### src/tsc_cfg.svh
`ifndef TSC_CFG_SVH
`define TSC_CFG_SVH
`define TSC_CTRL_ADDR 8'h13
`define TSC_CTRL_RESET 8'h00
`define TSC_BIT_EVENT_RESET 5
`define TSC_BIT_HOT_RESET 4
`define TSC_BIT_COLD_RESET 3
`define TSC_BIT_EVENT_OW 2
`define TSC_BIT_HOT_OW 1
`define TSC_BIT_COLD_OW 0
`define TSC_OW_RESET 3'h0
`define TSC_STAMP_CLEAR_VALUE 8'h00
`endif

### src/tsc_pkg.sv
`default_nettype none
package tsc_pkg;
   // Register-side request from the serial bus engine
   typedef struct packed {
      logic rdEn;
      logic wrEn;
      logic [7:0] addr;
      logic [7:0] wrData;
   } tsc_req_t;

   // Overwrite selects, one per stamp group
   typedef struct packed {
      logic eventOw;
      logic hotOw;
      logic coldOw;
   } tsc_ow_t;

   typedef struct packed {
      tsc_ow_t ow;
      logic [7:0] rdData;
      logic rdValid;
   } tsc_state_t;

   typedef struct packed {
      logic pulse;
   } tsc_clear_t;
endpackage : tsc_pkg
`default_nettype wire

### src/tsc_stamp_clear.sv
`timescale 1ns/1ps
`default_nettype none
module tsc_stamp_clear (
   input wire logic core_clk,
   input wire logic rst_n,
   input wire logic strobe,
   output logic clearStamps,
   output logic clearFlag
);
   import tsc_pkg::*;
   tsc_clear_t state;
   tsc_clear_t next_state;

   always_comb begin
      next_state = state;
      next_state.pulse = strobe;
   end

   always_ff @(posedge core_clk) begin
      if (!rst_n) begin
         state <= '0;
      end else begin
         state <= next_state;
      end
   end

   // Registers and flag are cleared by the same pulse so they never disagree
   assign clearStamps = state.pulse;
   assign clearFlag = state.pulse;
endmodule : tsc_stamp_clear
`default_nettype wire

### src/tsc_control_reg.sv
// What this block does
// The control register can be read at any time, whether or not writes are locked.
// Writes to the control register are dropped while the password lock is active and taken otherwise.
// The control bits live at address 13h and are all zero after reset.
// A zero in the hot stamp reset bit clears nothing in the hot stamp group.
// Writing one to the hot stamp reset bit clears the seven hot stamp registers to 00h and the hot event flag.
// Writing one to the cold stamp reset bit clears the seven cold stamp registers to 00h.
// That same write also clears the cold event flag to zero.
// Writing one to the event stamp reset bit clears the event stamp registers to zero, and bits 7 and 6 read zero.
`timescale 1ns/1ps
`default_nettype none
`include "tsc_cfg.svh"
module tsc_control_reg (
   input wire logic core_clk,
   input wire logic rst_n,
   input wire tsc_pkg::tsc_req_t busReq,
   input wire logic writeLocked,
   output logic [7:0] rdData,
   output logic rdValid,
   output tsc_pkg::tsc_ow_t overwriteBits,
   output logic hotStampClear,
   output logic hotFlagClear,
   output logic coldStampClear,
   output logic coldFlagClear,
   output logic eventStampClear,
   output logic [7:0] stampClearValue
);
   import tsc_pkg::*;
   tsc_state_t state;
   tsc_state_t next_state;
   logic addrHit;
   logic writeTaken;
   logic hotStrobe;
   logic coldStrobe;
   logic eventStrobe;

   assign addrHit = (busReq.addr == `TSC_CTRL_ADDR);
   // Lock only gates writes; the read path never looks at it
   assign writeTaken = busReq.wrEn && addrHit && !writeLocked;
   assign hotStrobe = writeTaken && busReq.wrData[`TSC_BIT_HOT_RESET];
   assign coldStrobe = writeTaken && busReq.wrData[`TSC_BIT_COLD_RESET];
   assign eventStrobe = writeTaken && busReq.wrData[`TSC_BIT_EVENT_RESET];

   always_comb begin
      next_state = state;
      next_state.rdValid = busReq.rdEn;
      next_state.rdData = 8'h00;
      if (busReq.rdEn && addrHit) begin
         // Reset strobes are not stored, so they always read back zero
         next_state.rdData[`TSC_BIT_EVENT_OW] = state.ow.eventOw;
         next_state.rdData[`TSC_BIT_HOT_OW] = state.ow.hotOw;
         next_state.rdData[`TSC_BIT_COLD_OW] = state.ow.coldOw;
      end
      // Reads sample state, not next_state, so a same-cycle write reads back old bits
      if (writeTaken) begin
         next_state.ow.eventOw = busReq.wrData[`TSC_BIT_EVENT_OW];
         next_state.ow.hotOw = busReq.wrData[`TSC_BIT_HOT_OW];
         next_state.ow.coldOw = busReq.wrData[`TSC_BIT_COLD_OW];
      end
   end

   always_ff @(posedge core_clk) begin
      if (!rst_n) begin
         state.ow <= `TSC_OW_RESET;
         state.rdData <= `TSC_CTRL_RESET;
         state.rdValid <= 1'b0;
      end else begin
         state <= next_state;
      end
   end

   assign rdData = state.rdData;
   assign rdValid = state.rdValid;
   assign overwriteBits = state.ow;
   assign stampClearValue = `TSC_STAMP_CLEAR_VALUE;

   // Pulses are registered so each stamp group sees a clean one-cycle clear
   tsc_stamp_clear hotClr (
      .core_clk(core_clk),
      .rst_n(rst_n),
      .strobe(hotStrobe),
      .clearStamps(hotStampClear),
      .clearFlag(hotFlagClear)
   );

   tsc_stamp_clear coldClr (
      .core_clk(core_clk),
      .rst_n(rst_n),
      .strobe(coldStrobe),
      .clearStamps(coldStampClear),
      .clearFlag(coldFlagClear)
   );

   // The event flag is left alone by this reset, so its flag pulse is unused
   tsc_stamp_clear eventClr (
      .core_clk(core_clk),
      .rst_n(rst_n),
      .strobe(eventStrobe),
      .clearStamps(eventStampClear),
      .clearFlag()
   );
endmodule : tsc_control_reg
`default_nettype wire

### config.mk
export PLATFORM = sky130hd
export DESIGN_NAME = tsc_control_reg
export DESIGN_NICKNAME = d
export VERILOG_FILES = /design/src/tsc_pkg.sv /design/src/tsc_stamp_clear.sv /design/src/tsc_control_reg.sv
export VERILOG_INCLUDE_DIRS = /design/src
export SDC_FILE = /design/constraint.sdc
export NUM_CORES = 1
export LEC_CHECK = 0
export BUFFER_PORTS_ARGS = -buffer_cell sky130_fd_sc_hd__buf_2
export CORE_MARGIN = 2
export CORE_UTILIZATION = 36
export CTS_CLUSTER_DIAMETER = 30
export DETAILED_ROUTE_END_ITERATION = 7
export HOLD_SLACK_MARGIN = 0.08
export PLACE_DENSITY = 0.8
export SLEW_MARGIN = 20
export SYNTH_ARGS = -nofsm -noshare
export SYNTH_HDL_FRONTEND = slang
export SYNTH_SLANG_ARGS = --single-unit
### constraint.sdc
create_clock -name core_clk -period 2.1 [get_ports core_clk]
set_input_delay 0.105 -clock core_clk [delete_from_list [all_inputs] [get_ports core_clk]]
set_output_delay 0.105 -clock core_clk [all_outputs]
set_load 0.1 [all_outputs]
==> run_results.csv <==
group,metric,value,unit
outcome,outcome,"finished, final reports clean",
detailed_routing,drcViolationCount,0,
global_routing,grt_start_max_net_pins,11,
yosys,yosysMostFrequentCell,"buf_4",
detailed_routing,via_per_inst,3.98,
cts,cts_buffer_depth,2,
power_and_ir_drop,p_clk_share,33.8,%
cells_and_area,final_cells,96,
global_routing,grt_pass1_wl,1270,microns
yosys,synthCells,48,
sta,max_freq,0.845,GHz
global_routing,grt_pass1_vias,323,
worst_setup_path,arrival,1.38,ns
power_and_ir_drop,p_int,0.316,mW
sta,finalCritPeriodShare,56.4,%
detailed_routing,ant_nets,0,
worst_setup_path,end_kind,"register",
power_and_ir_drop,switchingPower,0.184,mW
yosys,yosys.area.top_type_share,42.9,%
yosys,synthFlopType,"dfxtp_1",
die,io_pins,46,
yosys,netlist_area,467,sq um
worst_setup_path,cp.required,2.29,ns
detailed_routing,routed_wl,894,microns
global_routing,grt_usage,11.9,%
power_and_ir_drop,total_power,0.500,mW
worst_setup_path,critPathTopFamily,"simple AND/OR/NAND/NOR gates",
sta,setup_viol,0,
worst_setup_path,cp_cell_sequence,"buf_2, or4_4, nor4b_4, mux2i_1",
sta,hold_ws,0.0868,ns
global_routing,grt-ovfl-total,0,
worst_setup_path,critPathSlowestCell,"or4_4",
sta,finalSetupTns,0,ns
sta,clock_skew,0.00198,ns
cts,cts.sinks,10,
die,rows,12,
global_routing,antenna_found_initial,0,
cells_and_area,fill_cells,110,
sta,finalCriticalPeriod,1.18,ns
yosys,synth_cell_types,13,
cts,clkLatencyLatePin,0.26,ns
yosys,yosysSeqAreaShare,42.9,%
yosys,synth_top_area_cell,"dfxtp_1",
worst_setup_path,cp_num_buf_inv,1,
power_and_ir_drop,p_comb_share,28.0,%
sta,hold_viol,0,
die,initial_core_util,40.4,%
yosys,yosys-top-cells-area,"dfxtp_1 43%, buf_4 24%, mux2i_1 6.4%",
cts,ctsResizeCount,0,
die,core,1160,sq um
cts,htree_levels,1,
die,dieArea,1600,sq um
hold_path,hp-class,"input port to register",
yosys,syn_avg_cell_area,9.72,sq um
detailed_routing,wire_per_inst,9.31,microns
placed_design,port_buffers,30,
yosys,synth-seq-cells,10,
power_and_ir_drop,peakVddDrop,326,uV
power_and_ir_drop,pwr-share-seq,38.2,%
detailed_routing,firstDrtPassIters,1,
placed_design,gp_congestion,0.608,
yosys,synth-edff-count,0,
detailed_routing,first_iter_violations,0,
power_and_ir_drop,sw_frac_of_total,36.8,%
worst_setup_path,slowest_delay,0.55,ns
die,die_w,40.0,microns
cells_and_area,area_growth,37.0,%
detailed_routing,vias,382,
cells_and_area,final_nets,104,
yosys,synth_common_cells,"15 x buf_4, 10 x dfxtp_1, 7 x nand2_1",
sta,rsz0062_at_grt,"false",
cts,cts_buffers,3,
sta,maxSlewViolCount,0,
cts,cts_tree,"yes",
cts,clk_pin_slew,0.07,ns
power_and_ir_drop,p_per_area,782,nW/um^2
worst_setup_path,worst-setup-path-type,"input port to register",
run,maxCapViolCount,0,
cells_and_area,insertedDiodeCount,0,
worst_setup_path,start_kind,"input port",
cts,cts_root_buf,"clkbuf_4",
power_and_ir_drop,p_leak,0.362,nW
placed_design,dp_cells,88,
die,die_y,40.0,microns
worst_setup_path,path_max_fanout,6,
placed_design,hpwl,736,microns
yosys,async_reset_ff_share,0,%
cells_and_area,drive_gt1_share,43.9,%
yosys,yosys_warnings,0,
==> layout by cell type, fill, tap and decap left out, drive strengths merged <==
| cell type | instances |
|---|---|
| conb | 13 |
| dfxtp | 10 |
| dlygate4sd3 | 4 |
| nand4b | 1 |
| clkbuf | 4 |
| and3 | 3 |
| or4 | 1 |
| nor3 | 1 |
| inv | 1 |
| nand2 | 7 |
| buf | 30 |
| nor4b | 1 |
| mux2i | 3 |
| and2 | 3 |
==> registers in the layout, summed over array words and instances, names as in the netlist <==
register            cells
rdData                  3
hotClr.clearFlag        1
overwriteBits           3
eventClr.clearFlag      1
rdValid                 1
coldClr.clearFlag       1
==> metrics by stage <==
| stage | worst slack (ns) | area [sq um] | util (%) |
|---|---|---|---|
| floorplan | 0.639 | 512 | - |
| global placement | 0.659 | 563 | 48.7 |
| detailed placement | 0.638 | 563 | 48.7 |
| CTS | 0.914 | 639 | 55.3 |
| global route | 0.833 | 639 | 55.3 |
| finish | 0.916 | 639 | 55.3 |
==> layout make-up <==
type | count | area (sq um) | area share [%]
flip-flops and latches | 10 | 200 | 31.3
inverters | 1 | 3.75 | 0.587
repair buffers | 34 | 190 | 29.7
multi-input cells | 33 | 191 | 29.9
well taps | 14 | 17.5 | 2.74
clock buffers | 4 | 36.3 | 5.68
==> worst paths after layout <==
kind              cells after the start  slack, ns                            end                          start
setup reg to reg                      2       1.52  overwriteBits[1]$_SDFFE_PN0P_  overwriteBits[1]$_SDFFE_PN0P_
setup / recovery                      4       0.92  overwriteBits[1]$_SDFFE_PN0P_                     busReq[15]
hold / removal                        3       0.09  overwriteBits[0]$_SDFFE_PN0P_                      busReq[0]
hold reg to reg                       2       0.48  overwriteBits[2]$_SDFFE_PN0P_  overwriteBits[2]$_SDFFE_PN0P_
==> routing by layer <==
metal	wire (microns)	share of wire, %	GRT usage [%]
met1	321	36	11.8
met2	470	53	23.4
met3	102	11	2.22
met4	0	0	5.17
met5	0	0	0
==> power groups by stage <==
stage / sequential [mW] / combinational, mW / clock, mW
floorplan: 0.203 / 0.127 / 0
global placement: 0.195 / 0.133 / 0
detailed placement: 0.195 / 0.134 / 0
CTS: 0.191 / 0.140 / 0.175
global route: 0.191 / 0.144 / 0.187
finish: 0.191 / 0.140 / 0.169
==> cell families (layout without fill, tap and decap cells) <==
family / after synthesis / after routing / share of synthesized area (%)
buf+inv: 17 / 39 / 25.7
simple gates: 17 / 17 / 24.1
flops: 10 / 10 / 42.9
mux: 3 / 3 / 6.43
other cells: 1 / 13 / 0.804
==> repair_timing <==
action,in CTS,in global routing
setup buffers,0,0
hold endpoints to repair,4,0
hold buffers,4,0
==> worst register-to-register path: stages (launching register included) <==
cell     delay [ns]
dfxtp_1        0.35
nand2_1        0.06
mux2i_1        0.11
(Power assumes the default switching activity.)
